### config.mk
export PLATFORM = sky130hd
export DESIGN_NAME = pdt_timer
export DESIGN_NICKNAME = d
export VERILOG_FILES = /design/src/rtl/pdt_pkg.sv /design/src/rtl/pdt_pin_sync.sv /design/src/rtl/pdt_timebase.sv /design/src/rtl/pdt_timer.sv
export SDC_FILE = /design/constraint.sdc
export NUM_CORES = 1
export LEC_CHECK = 0
export ABC_AREA = 1
export CORE_MARGIN = 1
export CORE_UTILIZATION = 33
export CTS_BUF_LIST = sky130_fd_sc_hd__clkbuf_2
export CTS_CLUSTER_SIZE = 40
export DETAILED_ROUTE_END_ITERATION = 10
export DONT_BUFFER_PORTS = 1
export GPL_TIMING_DRIVEN = 0
export RECOVER_POWER = 50
export SLEW_MARGIN = 5
export SYNTH_ARGS = -nofsm -noshare
export SYNTH_HDL_FRONTEND = slang
export SYNTH_HIERARCHICAL = 1
export SYNTH_SLANG_ARGS = --single-unit
### constraint.sdc
create_clock -name clk_i -period 1.57 [get_ports clk_i]
set_clock_uncertainty 0.15 [all_clocks]
set_input_delay 0.0785 -clock clk_i [delete_from_list [all_inputs] [get_ports clk_i]]
set_output_delay 0.0785 -clock clk_i [all_outputs]
set_load 0.05 [all_outputs]
### src/rtl/pdt_pkg.sv
// Purpose: Shared constants for the programmable delay timer/counter.
// Assumes: 100 MHz system clock; time base built from a cycle counter.
// Notes:   Times are kept in ns, and cycle counts are derived from them.

package pdt_pkg;

  // ----------------------------------------------------------------
  // Clock and time base
  // ----------------------------------------------------------------
  localparam int unsigned CLK_PERIOD_NS    = 10;
  // Stand-in for the analogue RC period; a plain default
  localparam int unsigned TB_PERIOD_NS     = 10000;
  localparam int unsigned TB_PULSE_MIN_NS  = 500;

  localparam int unsigned TB_PERIOD_CYC    = TB_PERIOD_NS / CLK_PERIOD_NS;
  // Pulse must be strictly longer than the minimum, so one cycle is added
  localparam int unsigned TB_LOW_CYC       = (TB_PULSE_MIN_NS + CLK_PERIOD_NS - 1) / CLK_PERIOD_NS + 1;

  localparam int unsigned TB_PHASE_W       = 16;
  localparam logic [TB_PHASE_W-1:0] TB_PHASE_LAST =
    TB_PHASE_W'(TB_PERIOD_CYC - 1);
  localparam logic [TB_PHASE_W-1:0] TB_LOW_START  =
    TB_PHASE_W'(TB_PERIOD_CYC - TB_LOW_CYC);

  // ----------------------------------------------------------------
  // Counter and pin synchroniser
  // ----------------------------------------------------------------
  localparam int unsigned CNT_W            = 8;
  localparam logic [CNT_W-1:0] CNT_RESET   = 8'h00;
  localparam logic [CNT_W-1:0] TAPS_IDLE   = 8'hff;
  localparam int unsigned SYNC_W           = 14;

  // Bit positions within the synchronised pin vector
  localparam int unsigned PIN_START        = 0;
  localparam int unsigned PIN_STOP         = 1;
  localparam int unsigned PIN_TB           = 2;
  localparam int unsigned PIN_SYNC         = 3;
  localparam int unsigned PIN_TB_OFF       = 4;
  localparam int unsigned PIN_FEEDBACK     = 5;
  localparam int unsigned PIN_SEL_LSB      = 6;

endpackage : pdt_pkg

### src/rtl/pdt_pin_sync.sv
// Purpose: Three-stage synchroniser for asynchronous pins.
// Assumes: Inputs are slow against the 100 MHz clock.
// Notes:   A change is taken only once stages two and three agree.

`timescale 1ns/1ps
`default_nettype none

module pdt_pin_sync
  import pdt_pkg::*;
#(
  parameter int unsigned WIDTH = SYNC_W
) (
  // Clock and reset
  input  wire logic             clk_i,
  input  wire logic             nrst_i,
  // Pins and clean levels
  input  wire logic [WIDTH-1:0] pin_i,
  output logic      [WIDTH-1:0] level_o
);

  logic [WIDTH-1:0] s1_q;
  logic [WIDTH-1:0] s2_q;
  logic [WIDTH-1:0] s3_q;

  // ----------------------------------------------------------------
  // Stages
  // ----------------------------------------------------------------
  always_ff @(posedge clk_i or negedge nrst_i) begin
    if (!nrst_i) begin
      s1_q <= '0;
      s2_q <= '0;
      s3_q <= '0;
    end else begin
      s1_q <= pin_i;
      s2_q <= s1_q;
      s3_q <= s2_q;
    end
  end

  // Per bit, keep the old level while stages two and three disagree
  always_ff @(posedge clk_i or negedge nrst_i) begin
    if (!nrst_i) begin
      level_o <= '0;
    end else begin
      level_o <= (s2_q & s3_q) | (level_o & (s2_q ^ s3_q));
    end
  end

endmodule : pdt_pin_sync

`default_nettype wire

### src/rtl/pdt_timebase.sv
// Purpose: Digital stand-in for the time-base oscillator.
// Assumes: Period and pulse width fixed by package constants.
// Notes:   A low pulse ends each period; sync realigns the phase.

`timescale 1ns/1ps
`default_nettype none

module pdt_timebase
  import pdt_pkg::*;
(
  // Clock and reset
  input  wire logic clk_i,
  input  wire logic nrst_i,
  // Control
  input  wire logic run_i,
  input  wire logic sync_rise_i,
  // Open-collector drive of the time-base pin
  output logic      pulse_oe_o
);

  logic [TB_PHASE_W-1:0] phase_q;
  logic [TB_PHASE_W-1:0] phase_d;

  // ----------------------------------------------------------------
  // Phase
  // ----------------------------------------------------------------
  always_comb begin
    phase_d = phase_q;
    if (!run_i) begin
      phase_d = '0;
    end else if (sync_rise_i && !pulse_oe_o) begin
      // Lock to sync; a pulse in flight is never cut short
      phase_d = '0;
    end else if (phase_q == TB_PHASE_LAST) begin
      phase_d = '0;
    end else begin
      phase_d = phase_q + TB_PHASE_W'(1);
    end
  end

  always_ff @(posedge clk_i or negedge nrst_i) begin
    if (!nrst_i) begin
      phase_q <= '0;
    end else begin
      phase_q <= phase_d;
    end
  end

  // Low pulse of TB_LOW_CYC at each period end; released when stopped
  always_ff @(posedge clk_i or negedge nrst_i) begin
    if (!nrst_i) begin
      pulse_oe_o <= 1'b0;
    end else begin
      pulse_oe_o <= run_i && (phase_d >= TB_LOW_START);
    end
  end

endmodule : pdt_timebase

`default_nettype wire

### src/rtl/pdt_timer.sv
// What this block does
// - Power-up: every tap output released high
// - Start pulse runs time base, taps low
// - Each time-base pulse adds one count
// - Reset state: time base stopped, taps high
// - Stop pulse ends cycle, back to reset
// - Start pulses ignored while cycle runs
// - Simultaneous start and stop: start wins
// - Tap feedback self-resets at programmed count
// - No feedback: counts until external stop
// - Counter steps on time-base falling edges
// - Time-base pin high idle, pulses running
// - Time-base low pulse exceeds 500 ns
// - Time-base pin held low freezes count
// - Joined taps read low if any low
// - Bus low N periods then high
// - N is sum of joined tap weights
// - Cascaded units reach 256 to 65536 periods
// - Time base locks to sync divided m
// - Highest tap is word's most significant bit
//
// Purpose: Control flip-flop and 8-bit counter of a programmable timer.
// Assumes: All pins asynchronous; open-collector pins as level/enable pairs.
// Notes:   Counting latency from a pin edge is five clock cycles.

`timescale 1ns/1ps
`default_nettype none

module pdt_timer
  import pdt_pkg::*;
(
  // Clock and reset
  input  wire logic             clk_i,
  input  wire logic             nrst_i,
  // Cycle control pins
  input  wire logic             cycle_start_input_i,
  input  wire logic             cycle_stop_i,
  // Time-base pulse pin, open collector
  input  wire logic             timebase_pulse_pin_i,
  output logic                  timebase_pulse_pin_o,
  output logic                  timebase_pulse_pin_oe_o,
  // Time-base shaping pins
  input  wire logic             sync_modulation_input_i,
  input  wire logic             timing_network_pin_low_i,
  // Output bus wiring
  input  wire logic             feedback_switch_i,
  input  wire logic [CNT_W-1:0] tap_select_i,
  // Count taps, open collector
  output logic      [CNT_W-1:0] count_tap_o,
  output logic      [CNT_W-1:0] count_tap_oe_o,
  // Observed levels
  output logic                  output_bus_o,
  output logic      [CNT_W-1:0] count_word_o,
  output logic                  cycle_active_o
);

  // ----------------------------------------------------------------
  // Pin synchronisation
  // ----------------------------------------------------------------
  logic [SYNC_W-1:0] pin_raw;
  logic [SYNC_W-1:0] pin_lvl;

  assign pin_raw = {tap_select_i,
                    feedback_switch_i,
                    timing_network_pin_low_i,
                    sync_modulation_input_i,
                    timebase_pulse_pin_i,
                    cycle_stop_i,
                    cycle_start_input_i};

  // External clock on the pin is slow enough for this
  pdt_pin_sync #(
    .WIDTH (SYNC_W)
  ) u_sync (
    .clk_i   (clk_i),
    .nrst_i  (nrst_i),
    .pin_i   (pin_raw),
    .level_o (pin_lvl)
  );

  logic             start_lvl;
  logic             stop_lvl;
  logic             tb_lvl;
  logic             sync_lvl;
  logic             tb_off_lvl;
  logic             feedback_lvl;
  logic [CNT_W-1:0] sel_lvl;

  assign start_lvl    = pin_lvl[PIN_START];
  assign stop_lvl     = pin_lvl[PIN_STOP];
  assign tb_lvl       = pin_lvl[PIN_TB];
  assign sync_lvl     = pin_lvl[PIN_SYNC];
  assign tb_off_lvl   = pin_lvl[PIN_TB_OFF];
  assign feedback_lvl = pin_lvl[PIN_FEEDBACK];
  assign sel_lvl      = pin_lvl[PIN_SEL_LSB +: CNT_W];

  // ----------------------------------------------------------------
  // Edge detection
  // ----------------------------------------------------------------
  logic start_prev_q;
  logic stop_prev_q;
  logic tb_prev_q;
  logic sync_prev_q;

  // Pins start low-idle, the pulled-up time-base pin included
  always_ff @(posedge clk_i or negedge nrst_i) begin
    if (!nrst_i) begin
      start_prev_q <= 1'b0;
      stop_prev_q  <= 1'b0;
      tb_prev_q    <= 1'b0;
      sync_prev_q  <= 1'b0;
    end else begin
      start_prev_q <= start_lvl;
      stop_prev_q  <= stop_lvl;
      tb_prev_q    <= tb_lvl;
      sync_prev_q  <= sync_lvl;
    end
  end

  logic start_rise;
  logic stop_rise;
  logic tb_fall;
  logic sync_rise;

  assign start_rise = start_lvl & ~start_prev_q;
  assign stop_rise  = stop_lvl & ~stop_prev_q;
  assign tb_fall    = ~tb_lvl & tb_prev_q;
  assign sync_rise  = sync_lvl & ~sync_prev_q;

  // ----------------------------------------------------------------
  // Wired-OR bus helper
  // ----------------------------------------------------------------
  // Bus is high only when every joined tap is high
  function automatic logic bus_level(input logic [CNT_W-1:0] taps,
                                     input logic [CNT_W-1:0] sel);
    bus_level = &(taps | ~sel);
  endfunction

  // ----------------------------------------------------------------
  // Control flip-flop and counter
  // ----------------------------------------------------------------
  logic             running_q;
  logic             running_d;
  logic [CNT_W-1:0] count_q;
  logic [CNT_W-1:0] count_d;
  logic             fb_hit;
  logic             stop_evt;
  logic             start_evt;

  // First time all joined taps go high is count N
  assign fb_hit   = running_q & feedback_lvl & (|sel_lvl) & bus_level(count_q, sel_lvl);
  assign stop_evt = stop_rise | fb_hit;

  // Ignored while running unless a stop lands in the same cycle
  assign start_evt = start_rise & (~running_q | stop_evt);

  always_comb begin
    running_d = running_q;
    count_d   = count_q;
    if (start_evt) begin
      running_d = 1'b1;
      count_d   = CNT_RESET;
    end else if (stop_evt) begin
      running_d = 1'b0;
      count_d   = CNT_RESET;
    end else if (running_q && tb_fall) begin
      // Clamped pin gives no falling edge, so count holds
      // Wraps freely when no tap is fed back
      count_d   = count_q + CNT_W'(1);
    end
  end

  always_ff @(posedge clk_i or negedge nrst_i) begin
    if (!nrst_i) begin
      running_q <= 1'b0;
    end else begin
      running_q <= running_d;
    end
  end

  always_ff @(posedge clk_i or negedge nrst_i) begin
    if (!nrst_i) begin
      count_q <= CNT_RESET;
    end else begin
      count_q <= count_d;
    end
  end

  // ----------------------------------------------------------------
  // Time base
  // ----------------------------------------------------------------
  logic tb_run;

  // Stopped in reset, or when the timing network is pulled low
  assign tb_run = running_q & ~tb_off_lvl;

  pdt_timebase u_tb (
    .clk_i       (clk_i),
    .nrst_i      (nrst_i),
    .run_i       (tb_run),
    .sync_rise_i (sync_rise),
    .pulse_oe_o  (timebase_pulse_pin_oe_o)
  );

  // ----------------------------------------------------------------
  // Pin drive and observed outputs
  // ----------------------------------------------------------------
  logic [CNT_W-1:0] tap_level;

  // Released taps read high; in a cycle they follow the count
  assign tap_level = running_d ? count_d : TAPS_IDLE;

  always_ff @(posedge clk_i or negedge nrst_i) begin
    if (!nrst_i) begin
      count_tap_o          <= '0;
      timebase_pulse_pin_o <= 1'b0;
    end else begin
      count_tap_o          <= '0;
      timebase_pulse_pin_o <= 1'b0;
    end
  end

  // A tap conducts while its count bit is zero
  always_ff @(posedge clk_i or negedge nrst_i) begin
    if (!nrst_i) begin
      count_tap_oe_o <= '0;
    end else begin
      count_tap_oe_o <= ~tap_level;
    end
  end

  // Bus goes low at start and high after N periods
  always_ff @(posedge clk_i or negedge nrst_i) begin
    if (!nrst_i) begin
      output_bus_o <= 1'b1;
    end else begin
      output_bus_o <= bus_level(tap_level, sel_lvl);
    end
  end

  // Tap 7 lands in the top bit of the word
  always_ff @(posedge clk_i or negedge nrst_i) begin
    if (!nrst_i) begin
      count_word_o   <= TAPS_IDLE;
      cycle_active_o <= 1'b0;
    end else begin
      count_word_o   <= tap_level;
      cycle_active_o <= running_d;
    end
  end

endmodule : pdt_timer

`default_nettype wire

**After elaboration in Yosys (flattened, before gate mapping)**

Index checks and enable logic that the tools add are counted.
Widths: inputs -> output; s select.

- Flip-flop bits (word level): 103
- Input port bits: 16
- Output and inout bits: 28
- Word-level logic and storage cells: 60

- Add/sub/neg operators: 2
- $lt $le $gt $ge: 1
- Eq/ne operators: 1
- Multiplexer cells: 9
- Bitwise logic cells: 25
- Reductions and logical operators: 7

Operators by type and width:

| operator | count |
|---|---|
| $mux 16 | 3 |
| $mux 8 | 4 |
| $and 14x14->14 | 2 |
| $add 16x1->16 const B | 1 |
| $eq 16x10->1 const B | 1 |
| $ge 16x10->1 const B | 1 |
| $not 8->8 | 2 |
| $or 8x8->8 | 2 |
| $reduce_and 8->1 | 2 |
| $or 14x14->14 | 1 |
| $xor 14x14->14 | 1 |
| $and 1x1->1 | 9 |
| $add 8x1->8 const B | 1 |
| $reduce_or 8->1 | 1 |
| $not 1->1 | 6 |
| $logic_and 1x1->1 | 3 |
| $mux 1 | 2 |
| $or 1x1->1 | 2 |
| $logic_not 1->1 | 1 |

**Depth between registers and ports, before layout**

Gate-level depths: netlist (run 1).

- Depth after elaboration: 11
- Gate-level depth with buffers: 15
- Gate-level depth less buffers: 14

**Hierarchy**

Netlist (run 1), hierarchy kept.

Modules (own cells, without submodules):

| module | instances | cells an instance | area an instance (um2) |
|---|---|---|---|
| pdt_pin_sync | 1 | 112 | 1,734.2 |
| pdt_timer | 1 | 186 | 1,525.2 |
| pdt_timebase | 1 | 170 | 1,183.6 |

**Worst setup path before layout (run 1)**

No wires, ideal clock.

- Path type: register to register
- From: register cycle_active_o (netlist name)
- To: register u_tb.pulse_oe_o
- Data arrival time: 1.714 ns
- Required time: 1.300 ns
- Setup slack: -0.414 ns
- Cell stages (with the launch flop): 12
- Buffers on the path: 0
- Period minus slack after synthesis: 1.984 ns
- Path through: dfrtp_1 > inv_2 > nor2_1 > inv_2 > nor2_1 > inv_2 > nor2_8 > nand3_2 > o21ai_2 > nor2_1 > nand3_1 > nand2_1

RTL lines:

| what | RTL line | RTL |
|---|---|---|
| end signal, assigned | pdt_timebase.sv:54 | `pulse_oe_o <= run_i && (phase_d >= TB_LOW_START);` |
| end, declared | pdt_timebase.sv:18 | `output logic pulse_oe_o` |

==> run summary, run 1 <==
By startpoint and endpoint, the worst setup path is classified as reg -> reg. The ratio of cells with drive above 1 in the final layout was 26.7%. Along the worst path, the maximum fanout reaches 5.

The data arrival time of the critical path is 2.26 ns, and the instance count of the mapped netlist is 468. The level count of the clock H-tree was 3. The power density over the cells is 1040 nW/um^2. The worst hold slack is -1.04 ns.

The worst setup path is launched from a register. Counting flops and latches in the post-synthesis netlist gives 103. The run finished, with violations left. For the placed instance area, the log shows 4710 sq um. The finished cells cover 5440 sq um. The number of nets with antenna violations after routing was 0; the detailed-route vias per instance was 4.33.

The residual overflow from global routing is 0. The routed design could run at a clock period as short as 1.87 ns. VDD sags by at most 0.472 mV. The leakage power figure came out at 0.00268 uW.

The tools report the final critical-path setup slack as -0.299 ns. The synthesized-area fraction occupied by adder cells was 4.51%. For the CTS sink count, the log shows 103. The tools report the initial core utilization as 33.7%.

For the cell area after technology mapping, the log shows 4440 sq um. The die is 118 um wide. The tools report the fmax as 0.535 GHz. The worst setup path is captured at a register. Setup slack on the worst reg-to-reg path comes out at -0.30 ns. Top-level I/O count: 44. Of the post-synthesis cell area, the part taken by muxes is 0%. Clock latency on the worst-skew pair, taken at its later pin, is 0.61 ns. The maximum count of clock buffers along a single path was 2.

In this run the critical register-to-register path is launched from cycle_active_o. The layout net count is 571, and the all-layer global routing usage is 13.2%. The synthesized netlist devotes 0.394% of its cell area to XOR and XNOR gates.

The via count of the first global-routing pass was 3037. The pre-antenna-repair detailed-routing pass consisted of 4 iterations. The pin count of the biggest net entering global routing came out at 104.

The floorplan step defined a die boundary enclosing 13900 sq um. The number of different library cells used by synthesis comes to 35. Of the total synthesized cell area, the portion taken by AND, OR, NAND and NOR gates is 26.0%. Across the run, the number of max-cap violations was 0.

Number of violations reported at the end of detailed-routing iteration 0: 177. The final reports fail on hold timing, setup timing. Counting cells, the worst reg-to-reg path comes to 13. Kind of path behind the tightest hold check: in -> async.

The first global-routing pass estimated 14400 um of wire. The tree is rooted in a clkbuf_2. The post-place setup slack was -0.502 ns. Setup repair after global routing could not meet its margin everywhere. Buffers inserted to repair hold after CTS numbered 28. After synthesis, the largest family of logic cells by area is simple AND/OR/NAND/NOR gates. Averaged over all synthesized cells, the footprint is 9.49 sq um. The run gives 103 as the final count of hold timing violations. Count of standard-cell rows: 42. The congestion estimate from routability-driven global placement came to 0.806.

The post-CTS clock slew at the launch and capture registers of the worst setup and hold paths came out at 0.27 ns. TritonCTS built the clock tree. For the half-perimeter wire length after detailed placement, the log shows 5410 um. The critical path startpoint was cycle_active_o. After floorplanning, the core was sized to cover 13200 sq um. The final clock period utilization by the worst path is 119%, and the final wirelength is 8340 um. Buffers inserted during clock tree synthesis total 9. The die is 118 um tall.

For the worst setup path, the data required time is 1.96 ns. The port buffer count came out at 0. The run gives 3118 as the overall via count from detail_route.

Warning count from the yosys run: 6. Setup violations remaining at the end of the flow were counted as 34. The complex-gate fraction of the synthesized area was 1.94%; the initial antenna violation count was 1. The layout overhead on the synthesized area is 22.4%. Sequential cells were found to cover 58.3% of the synthesized design area.

In the routed design, unresolved DRC markers number 0. The final count of pins violating max slew is 0. The capture instance of the worst register-to-register path is output_bus_o. In the final routed layout, each cell accounts on average for 11.6 um.
[cells by family (layout without fill, tap and decap cells)]
kind of cell / after synthesis / count (layout)
other: 1 / 10
AOI/OAI and AO/OA: 14 / 14
and+or+nand+nor: 241 / 243
buffers and inverters: 91 / 156
xor gates and xnor gates: 2 / 2
adders and majority gates: 16 / 16
DFF: 103 / 103
[worst max path at each step]
stage | cells past startpoint | slack (ns) | end
floorplan | 13 | -0.15 | output_bus_o
global placement | 12 | -0.47 | u_tb/pulse_oe_o
detailed placement | 12 | -0.50 | u_tb/pulse_oe_o
CTS | 13 | -0.32 | output_bus_o
global route | 10 | -0.38 | u_tb/pulse_oe_o
finish | 13 | -0.30 | output_bus_o
[per-stage QoR]
stage / util, % / hold WS [ns] / instances / power (uW) / setup TNS (ns)
2_1_floorplan: - / -0.367 / 476 / 4190 / -0.822
3_3_place_gp: 35.7 / -0.365 / 652 / 4350 / -9.07
3_5_place_dp: 35.7 / -0.365 / 652 / 4380 / -9.86
4_1_cts: 40.1 / -1.11 / 711 / 5690 / -6.94
5_1_grt: 41.2 / -1.14 / 720 / 5980 / -9.49
6_report: 41.2 / -1.04 / 720 / 5640 / -5.96
[cells in the mapped netlist]
cell type / count / area (sq um)
nor3_1: 3 / 15.0
inv_4: 1 / 6.26
nor2_4: 4 / 45.0
xnor2_1: 1 / 8.76
a21oi_1: 6 / 30.0
nand2_4: 3 / 33.8
nor2_1: 43 / 161
clkinv_1: 1 / 3.75
nor2_8: 2 / 40.0
nor3_2: 1 / 10.0
nand4_1: 12 / 75.1
o2111ai_1: 1 / 8.76
nor2_2: 5 / 31.3
nand3_4: 1 / 17.5
o21ai_0: 2 / 10.0
o21bai_1: 1 / 7.51
o21ai_2: 1 / 8.76
dfrtp_1: 94 / 2350
dfstp_2: 9 / 236
conb_1: 1 / 3.75
xor2_1: 1 / 8.76
nand2_2: 4 / 25.0
nand2_1: 124 / 465
nand3_2: 7 / 70.1
and3_1: 1 / 6.26
nand3_1: 30 / 150
buf_6: 2 / 22.5
nand3b_1: 1 / 7.51
a21oi_2: 1 / 8.76
inv_2: 12 / 45.0
inv_1: 66 / 248
buf_4: 9 / 67.6
o21ai_1: 1 / 5.00
o21a_1: 1 / 7.51
ha_1: 16 / 200
[report_power, final]
group	switching, uW	internal (uW)
registers	653	2990
clock network	837	178
logic	558	427
[worst max-delay path: stages, from the launching register on]
cell	delay [ns]
dfrtp_4	0.63
inv_4	0.08
a21oi_2	0.10
nand2_1	0.07
nor2_2	0.12
nand2_4	0.09
nand3_4	0.09
nand2_4	0.08
buf_6	0.14
nand3_2	0.05
nand2_1	0.05
inv_1	0.04
nand2_1	0.06
nor2_2	0.08
[metal layers]
metal	vias to the layer above	wire length, um	GRT usage, %
li1	1570	-	-
met1	1462	3820	16.7
met2	65	3970	21.2
met3	21	340	3.29
met4	0	210	6.33
met5	-	0	0
[cell usage in the layout, fill, tap and decap left out, types with 2 or more instances in the layout]
| cell type | Yosys | final |
|---|---|---|
| nand4_1 | 12 | 12 |
| clkinv_2 | 0 | 2 |
| a21oi_1 | 6 | 6 |
| conb_1 | 1 | 9 |
| nand3_1 | 30 | 24 |
| nand3_4 | 1 | 3 |
| buf_4 | 9 | 27 |
| inv_2 | 12 | 13 |
| inv_1 | 66 | 63 |
| buf_6 | 2 | 6 |
| clkbuf_2 | 0 | 9 |
| inv_4 | 1 | 3 |
| nand2_4 | 3 | 4 |
| nand2_2 | 4 | 21 |
| dfstp_2 | 9 | 9 |
| clkinv_1 | 1 | 3 |
| nand2_1 | 124 | 107 |
| ha_1 | 16 | 15 |
| nor2_8 | 2 | 2 |
| dlygate4sd3_1 | 0 | 28 |
| nor2_2 | 5 | 9 |
| nor3_2 | 1 | 3 |
| nand3_2 | 7 | 11 |
| dfrtp_1 | 94 | 87 |
| nor2_4 | 4 | 10 |
| nor2_1 | 43 | 34 |
| dfrtp_2 | 0 | 6 |
| o21ai_0 | 2 | 2 |
[flip-flops by register name, summed over array words and instances (netlist names), 8 cells and up]
name / count
u_sync/s1_q: 14
u_sync/s3_q: 14
u_sync/level_o: 14
u_tb/phase_q: 16
count_word_o: 8
count_tap_oe_o: 8
u_sync/s2_q: 14
count_q: 8
[cell type report]
| class | instances | area, sq um |
|---|---|---|
| Fill cell | 1263 | 7750 |
| Clock inverter | 6 | 28.8 |
| Clock buffer | 9 | 45.0 |
| Multi-Input combinational cell | 284 | 1680 |
| Buffer | 11 | 90.1 |
| Tap cell | 176 | 220 |
| Antenna cell | 1 | 2.50 |
| Sequential cell | 103 | 2600 |
| Inverter | 80 | 313 |
| Timing Repair Buffer | 50 | 460 |
[repair_timing]
| item | in CTS | in global routing |
|---|---|---|
| setup buffers | 13 | 8 |
| hold endpoints to repair | 117 | 103 |
| gates resized for setup | 32 | 29 |
| setup endpoints to repair | 53 | 60 |
| pin swaps | 8 | 19 |
| gates cloned | 3 | 0 |
Power figures use the tool's default switching activity.
==> run 2: changes to the inputs <==
--- a/config.mk
+++ b/config.mk
@@ -17,5 +17,4 @@
 export SLEW_MARGIN = 5
 export SYNTH_ARGS = -nofsm -noshare
 export SYNTH_HDL_FRONTEND = slang
-export SYNTH_HIERARCHICAL = 1
 export SYNTH_SLANG_ARGS = --single-unit
==> run 2 against run 1 <==
The run still ends with hold timing, setup timing left. First-iteration DRC count down 49%. Global-route usage down 0.091 points. Total power up 2.6%. Synthesized cell count down 12%. Non-clock buffer count up 4. Count of clock-buffer cells in the layout up 1. Largest cell class unchanged. Largest power group unchanged. Highest routed layer unchanged.
==> run summary, run 2 <==
The average cell area after synthesis was 10.2 sq um (+7.9%). Leaving out fill and tap cells, the most frequent cell in the layout is dfrtp_1. The number of antenna cells inserted is 0 (-1). The tools report the all-layer global routing usage as 13.1% (-0.091 points). The data arrival time of the critical path was 2.39 ns (+0.13 ns); the final cell count without fillers was 655 (-9.0%). The power density over the cells works out to 1070 nW/um^2 (+2.7%).

The count of standard-cell rows came out at 40 (-4.8%). The placed instance area is 4470 sq um (-5.1%), and the number of optimization iterations in the first detailed-route pass is 4 (unchanged). The maximum cell stage delay along the critical path was 0.59 ns (-0.04 ns).

The total of hold buffers inserted after clock tree synthesis is 28 (unchanged). The die extent in y came out at 115 um (-2.5%). The number of remaining DRC errors is 0 (unchanged), and the post-CTS clock slew at the launch and capture registers of the worst setup and hold paths is 0.27 ns (about the same). The switching share of power is 36.2% (-0.12 points), and the ratio of cells with drive above 1 in the final layout is 29.4% (+2.7 points). The run gives 0.00278 uW (+3.5%) as the leakage power figure.

Setup repair after global routing could not meet its margin everywhere. The sequential cell area fraction in the yosys report came out at 61.4% (+3.1 points). The sort of element at the end of the critical path is a register. The worst hold slack is -1.02 ns (+0.0212 ns).

The cell type with the largest total area after synthesis is dfrtp_1. Via count of the first global-routing pass: 2951 (-2.8%). The relative contribution of combinational cells to total power was 18.2% (+0.7 points); the number of placed instances with taps included was 588 (-9.8%). The detailed-route vias per instance is 4.44 (+2.6%), and the number of nets with antenna violations after routing is 0 (unchanged).

The final reports fail on hold timing, setup timing. The max-capacitance violation count was 0 (unchanged). The tools report the cell internal power dissipation as 3690 uW (+2.8%). Cell with the biggest individual delay on the critical path: dfrtp_2. Time the final worst path needs with I/O delays and setup: 2.03 ns (+0.156 ns).

For the pin count of the biggest net entering global routing, the log shows 104 (unchanged). The logs give 1.93 ns (-0.03 ns) for the data required time at the worst endpoint and 2090 uW (+2.3%) for the switching power. The final count of hold timing violations is 103 (unchanged). The library cells used most frequently in the layout, excluding fill and tap cells, are 90 x dfrtp_1, 70 x nand2_1, 62 x inv_1.

More flip-flops sit in one register than any other, and that register is u_tb.phase_q. The total clock buffers created by CTS was 9 (unchanged). The run gives 1164 (-7.8%) as the fill cell instance count of the final layout. The fraction of registers with async set or reset after synthesis works out to 100% (unchanged).

The primary flip-flop cell chosen by synthesis mapping is dfrtp_1. STA classifies the critical path startpoint as a register. The initial antenna violation count came out at 0 (-1). The kind of path behind the tightest hold check is in -> async. The logs give 91 (-49%) for the number of violations reported at the end of detailed-routing iteration 0 and 2 (unchanged) for the maximum count of clock buffers along a single path.

The logs give 0.58 ns (-0.03 ns) for the clock insertion delay at the later pin of the skew report and 13200 sq um (-5.0%) for the area of the die. The run gives 3 (unchanged) as the level count of the clock H-tree. The port buffer count is 0 (unchanged), and the number of flip-flops in the largest register is 16 (unchanged). The total core area is 12200 sq um (-7.4%). The tools report the final count of pins violating max slew as 0 (unchanged). Clock tree synthesis selected as its root buffer the cell clkbuf_2.

The run gives 2590 sq um (-0.24%) as the area taken by flip-flops and latches. The tools report the top-level I/O count as 44 (unchanged). The run finished, with violations left. The average routed wire per standard cell was 12.2 um (+5.5%). For the final instance area, the log shows 5430 sq um (about the same).

The instance count of the mapped netlist is 412 (-12%), and the largest driver fanout on the critical path is 8 (+3). The final critical-path setup slack is -0.455 ns (-0.156 ns). The overall via count from detail_route is 2910 (-6.7%), and the number of enable flip-flop cells after synthesis is 0 (unchanged). The chip width was 115 um (-2.5%); the final weighted congestion of routability-driven global placement was 0.823 (+2.1%). By count the netlist is led by 94 x dfrtp_1, 83 x nand2_1, 70 x inv_1, 33 x nor2_1, 22 x nand3_1. The initial core utilization is 34.5% (+0.86 points). After synthesis, the cell types taking the most area are dfrtp_1 56%, nand2_1 7.4%, inv_1 6.2%. TritonCTS built the clock tree. The share of the core filled with cells is 44.5% (+3.3 points). The top-area cell type share of the netlist area came out at 55.8% (+2.8 points). The critical path goes through buf_6 -> inv_6 -> a21oi_2 -> nand2_1 -> nor2_2 -> nand2_2 -> nand3_4 -> nand2_8 -> buf_8 -> nand3_2 -> nand2_1 -> inv_1 -> nand2_1 -> nor2_2. The number of endpoints failing setup at the final stage was 39 (+15%).

The worst ir drop on vdd was 0.734 mV (+56%); the post-place setup slack was -0.547 ns (-0.0448 ns). The fmax was 0.494 GHz (-7.7%); the cell area after technology mapping was 4220 sq um (-5.0%). The run gives 0 (unchanged) as the residual overflow from global routing. The power share of the clock group is 18.8% (+0.8 points). Post-synthesis sequential element count: 103 (unchanged).

Wire length of the first global-routing pass: 13400 um (-6.7%). The tools report the final wirelength as 8000 um (-4.1%). The final clock period utilization by the worst path came out at 129% (+10 points). The run gives 103 (unchanged) as the CTS sink count.

The warning count from the yosys run was 0 (-6). The part of the total power dissipated in sequential elements came out at 62.9% (-1.6 points). By instance count, the leading cell after synthesis is dfrtp_1.

The most numerous cell on the critical path was nand2_1. The logs give 32 (-8.6%) for the distinct cell type count after synthesis and 514 (-10%) for the layout net count. The critical path is of the reg -> reg type. Layout overhead on the synthesized area: 28.8%. The half-perimeter wire length after detailed placement is 4830 um (-11%). The run gives 1620 sq um (-3.8%) as the area used by multi-input combinational logic.
## run 2: cell count changes after synthesis, sizes merged, moves of 2 or more
cell | before | now
nand2 | 131 | 88
buf | 11 | 14
o21ai | 4 | 6
nor3 | 4 | 8
nor2 | 54 | 37
nand3 | 38 | 25
o2111ai | 1 | 5
a21oi | 7 | 1
a21o | 0 | 15
inv | 79 | 71
xor2 | 1 | 4
## run 2: kinds of logic after synthesis
kind of cell | Yosys count | synth area share, %
buf+inv | 85 | 8.93
simple gates | 172 | 18.6
flops | 103 | 61.4
compound gates | 29 | 5.01
fa+ha+maj | 16 | 4.74
other cells | 1 | 0.0889
xor+xnor | 6 | 1.25
## run 2: metrics by stage
| step | power (uW) | setup TNS (ns) |
|---|---|---|
| 2_1_floorplan | 4160 | -2.69 |
| 3_3_place_gp | 4300 | -8.64 |
| 3_5_place_dp | 4320 | -9.67 |
| 4_1_cts | 5690 | -10.77 |
| 5_1_grt | 6090 | -15.64 |
| 6_report | 5790 | -10.66 |
## run 2: worst max-delay path: cells and delay by family, from the launching register on
| family | cells | cell delay (ns) |
|---|---|---|
| AOI/OAI and AO/OA | 1 | 0.09 |
| buffers and inverters | 4 | 0.41 |
| DFF | 1 | 0.59 |
| and+or+nand+nor | 9 | 0.72 |
## run 2: layout make-up
type | count | area share (%)
sequential | 103 | 47.7
inverter | 71 | 5.04
tap | 168 | 3.87
timing repair buffer | 51 | 9.65
clock inverter | 6 | 0.829
clock buffer | 10 | 0.921
buffer | 14 | 2.23
multi-input combinational | 232 | 29.7
## run 2: power groups by stage
stage	combinational [uW]	clock, uW	sequential, uW
3_3_place_gp	611	0	3680
4_1_cts	882	1160	3640
5_1_grt	1160	1250	3680
3_5_place_dp	627	0	3690
6_report	1060	1090	3640
2_1_floorplan	517	0	3650
## run 2: repair_timing
| item | CTS | global route |
|---|---|---|
| gates resized for setup | 59 | 43 |
| buffers inserted | 17 | 7 |
| endpoints found under the hold margin | 117 | 103 |
| pin swaps | 19 | 14 |
| endpoints found under the setup margin | 48 | 52 |
## run 2: worst paths after layout
kind / from / to / slack [ns] / cells after the start
min: nrst_i / u_tb.phase_q[8] / -1.02 / 0
min in group clk_i: u_sync.s1_q[8] / u_sync.s2_q[8] / 0.23 / 0
max in group asynchronous: nrst_i / count_word_o[2] / 2.04 / 0
max: cycle_active_o / output_bus_o / -0.46 / 14
max reg2reg: cycle_active_o / output_bus_o / -0.46 / 14
min reg2reg: u_sync.s1_q[8] / u_sync.s2_q[8] / 0.23 / 0
## run 2: routing by layer
metal / up-vias / wire length [um] / GRT usage, %
met5: - / 0 / 0
met4: 0 / 146 / 5.80
met3: 14 / 322 / 3.74
met2: 66 / 4060 / 22.0
met1: 1413 / 3470 / 15.8
li1: 1417 / - / -
==> run 3: changes to the inputs <==
--- a/config.mk
+++ b/config.mk
@@ -6,9 +6,7 @@
 export NUM_CORES = 1
 export LEC_CHECK = 0
 export ABC_AREA = 1
-export CORE_MARGIN = 1
 export CORE_UTILIZATION = 33
-export CTS_BUF_LIST = sky130_fd_sc_hd__clkbuf_2
 export CTS_CLUSTER_SIZE = 40
 export DETAILED_ROUTE_END_ITERATION = 10
 export DONT_BUFFER_PORTS = 1
==> run 3 against run 2 <==
First-iteration DRC count up 23%. The flow still finishes with violations (hold timing, setup timing). Largest power group unchanged. Design area about the same. Critical path type unchanged. Fmax is 0.24% higher. Sequential cell count is the same. Total power rose by 17%. Sequential power barely moved. Die area unchanged. Cell count fell by 2.4%. Wire length down 3.9%.
==> run summary, run 3 (synthesis gave the netlist of run 2 again) <==
The critical path is of the reg -> reg type. The power density over the cells is 1250 nW/um^2 (+17%), and the all-layer global routing usage is 12.6% (-0.53 points). The normalized max-slew margin is 66.4%, and the data arrival time of the critical path is 2.15 ns (-0.24 ns). The layout overhead on the synthesized area works out to 28.7% (about the same).

The overall via count from detail_route is 2782 (-4.4%). The run gives 0 (unchanged) as the residual overflow from global routing. Post-place setup slack: -0.547 ns (unchanged). Port buffer count: 0 (unchanged). The max-capacitance violation count was 0 (unchanged).

The run gives 0 (unchanged) as the number of nets with antenna violations after routing. The logs give 12200 sq um (unchanged) for the total core area and 0 (unchanged) for the number of antenna cells inserted. The fill cell instance count of the final layout was 1175 (+0.95%). The number of remaining DRC errors was 0 (unchanged). The initial core utilization is 34.5% (unchanged), and the number of flip-flops in the largest register is 16 (unchanged).

The tree is rooted in a clkbuf_16. The tools report the number of endpoints failing setup at the final stage as 39 (unchanged). The worst setup path is captured at a register. The leakage power figure is 0.00278 uW (+0.18%).

Average routed wire per standard cell: 12.0 um (-1.5%). Setup repair after global routing could not meet its margin everywhere. u_tb.phase_q holds more flip-flops than any other register. The via count of the first global-routing pass came out at 2810 (-4.8%). The layout net count came out at 498 (-3.1%). The worst hold slack was -0.725 ns (+0.297 ns). The post-CTS clock slew at the launch and capture registers of the worst setup and hold paths was 0.07 ns (-0.20 ns); the actual transition at the worst max-transition pin was 0.503 ns. The count of standard-cell rows was 40 (unchanged); the final count of pins violating max slew was 0 (unchanged). The area of the die was 13200 sq um (unchanged). The nature of the critical path startpoint was a register. The most frequent standard cell in the layout excluding fill and tap cells is dfrtp_1. The final clock period utilization by the worst path was 129% (-0.31 points).

The die extent in y is 115 um (unchanged), and the half-perimeter wire length after detailed placement is 4830 um (unchanged). The data required time at the worst endpoint was 1.69 ns (-0.24 ns). The pin count of the biggest net entering global routing was 104 (unchanged). The number of optimization iterations in the first detailed-route pass came out at 4 (unchanged).

The chip width works out to 115 um (unchanged). The CTS sink count was 103 (unchanged); the level count of the clock H-tree was 3 (unchanged). The largest driver fanout on the critical path is 7 (-1), and the final weighted congestion of routability-driven global placement is 0.823 (unchanged). The tools report the total clock buffers created by CTS as 9 (unchanged). The maximum count of clock buffers along a single path was 2 (unchanged); the cell count of the worst reg-to-reg path was 14 (unchanged). For the final count of hold timing violations, the log shows 103 (unchanged). The worst ir drop on vdd came out at 0.749 mV (+2.0%). TritonCTS built the clock tree.

The ratio of cells with drive above 1 in the final layout was 30.4% (+1.0 points). The final wirelength came out at 7690 um (-3.9%). For the number of violations reported at the end of detailed-routing iteration 0, the log shows 112 (+23%). The logs give -0.450 ns (+0.00486 ns) for the final critical-path setup slack and 12800 um (-4.8%) for the wire length of the first global-routing pass. The top-level I/O count is 44 (unchanged). The checks that failed: hold timing, setup timing. The initial antenna violation count is 0 (unchanged). The kind of path behind the tightest hold check was in -> async. The clock insertion delay at the later pin of the skew report was 0.34 ns (-0.24 ns); the time the final worst path needs with I/O delays and setup was 2.02 ns (-0.00486 ns). The run finished, with violations left.

The total of hold buffers inserted after clock tree synthesis was 14 (-50%). Leaving out fill and tap cells, the most frequent cells in the layout are 89 x dfrtp_1, 67 x nand2_1, 56 x inv_1. The fmax is 0.495 GHz (+0.24%). The detailed-route vias per instance is 4.35 (-2.0%).
==> run 3: cell types whose count changed in the layout (fill, tap and decap cells not counted), moves of 4 or more <==
cell / before / now
inv_2: 7 / 13
nand2_4: 7 / 15
o2111ai_1: 0 / 4
dlygate4sd3_1: 28 / 14
inv_1: 62 / 56
clkbuf_16: 0 / 9
clkbuf_2: 10 / 0
o2111ai_2: 5 / 0
buf_6: 10 / 5
==> run 3: stage by stage <==
step / instance area, sq um / std cells / TNS, ns / power (uW) / utilization [%]
after floorplan: 4260 / 420 / -2.69 / 4160 / -
after CTS: 5260 / 635 / -9.34 / 6780 / 43.1
after global routing: 5430 / 639 / -13.90 / 7060 / 44.5
after detailed placement: 4470 / 588 / -9.67 / 4320 / 36.6
after global placement: 4470 / 588 / -8.64 / 4300 / 36.6
final: 5430 / 639 / -9.62 / 6770 / 44.5
==> run 3: area by class of cell <==
| cell class | instances | area, sq um | area share [%] |
|---|---|---|---|
| flip-flops and latches | 103 | 2590 | 47.8 |
| inverters | 71 | 274 | 5.05 |
| well taps | 168 | 210 | 3.87 |
| clock buffers | 10 | 229 | 4.22 |
| clock inverters | 6 | 45.0 | 0.829 |
| plain buffers | 14 | 121 | 2.24 |
| multi-input cells | 233 | 1610 | 29.6 |
| repair buffers | 34 | 350 | 6.45 |
==> run 3: per-layer routing <==
| layer | routed length, um | track usage [%] |
|---|---|---|
| met4 | 150 | 6.15 |
| met5 | 0 | 0 |
| met1 | 3430 | 15.4 |
| met3 | 316 | 3.64 |
| met2 | 3790 | 20.6 |
==> run 3: worst paths after layout <==
kind	startpoint	to	slack, ns
max	cycle_active_o	output_bus_o	-0.45
min	nrst_i	u_tb.phase_q[10]	-0.73
max reg2reg	cycle_active_o	output_bus_o	-0.45
min reg2reg	u_sync.s1_q[10]	u_sync.s2_q[10]	0.20
max in group asynchronous	nrst_i	count_word_o[2]	1.75
min in group clk_i	sync_modulation_input_i	u_sync.s1_q[3]	0.14
==> run 3: timing repair <==
action,CTS,global route
buffers inserted,15,4
hold endpoints to repair,117,103
pin swaps,7,7
gates resized for setup,62,41
cloned,2,0
endpoints found under the setup margin,42,43
==> run 3: worst max-delay path: stages (launching register included) <==
cell and delay [ns]:
dfrtp_2 0.53, buf_6 0.18, inv_6 0.04, a21oi_2 0.09, nand2_1 0.07, nor2_2 0.12
nand2_4 0.10, nand3_4 0.13, nand2_8 0.09, buf_8 0.15, nand3_2 0.06, nand2_1 0.05
inv_1 0.04, nand2_1 0.05, nor2_2 0.09
==> run 3: report_power, final <==
part           switching (uW)  internal, uW
clock                     964          1080
combinational             578           505
sequential                655          2980
total                    2200          4570
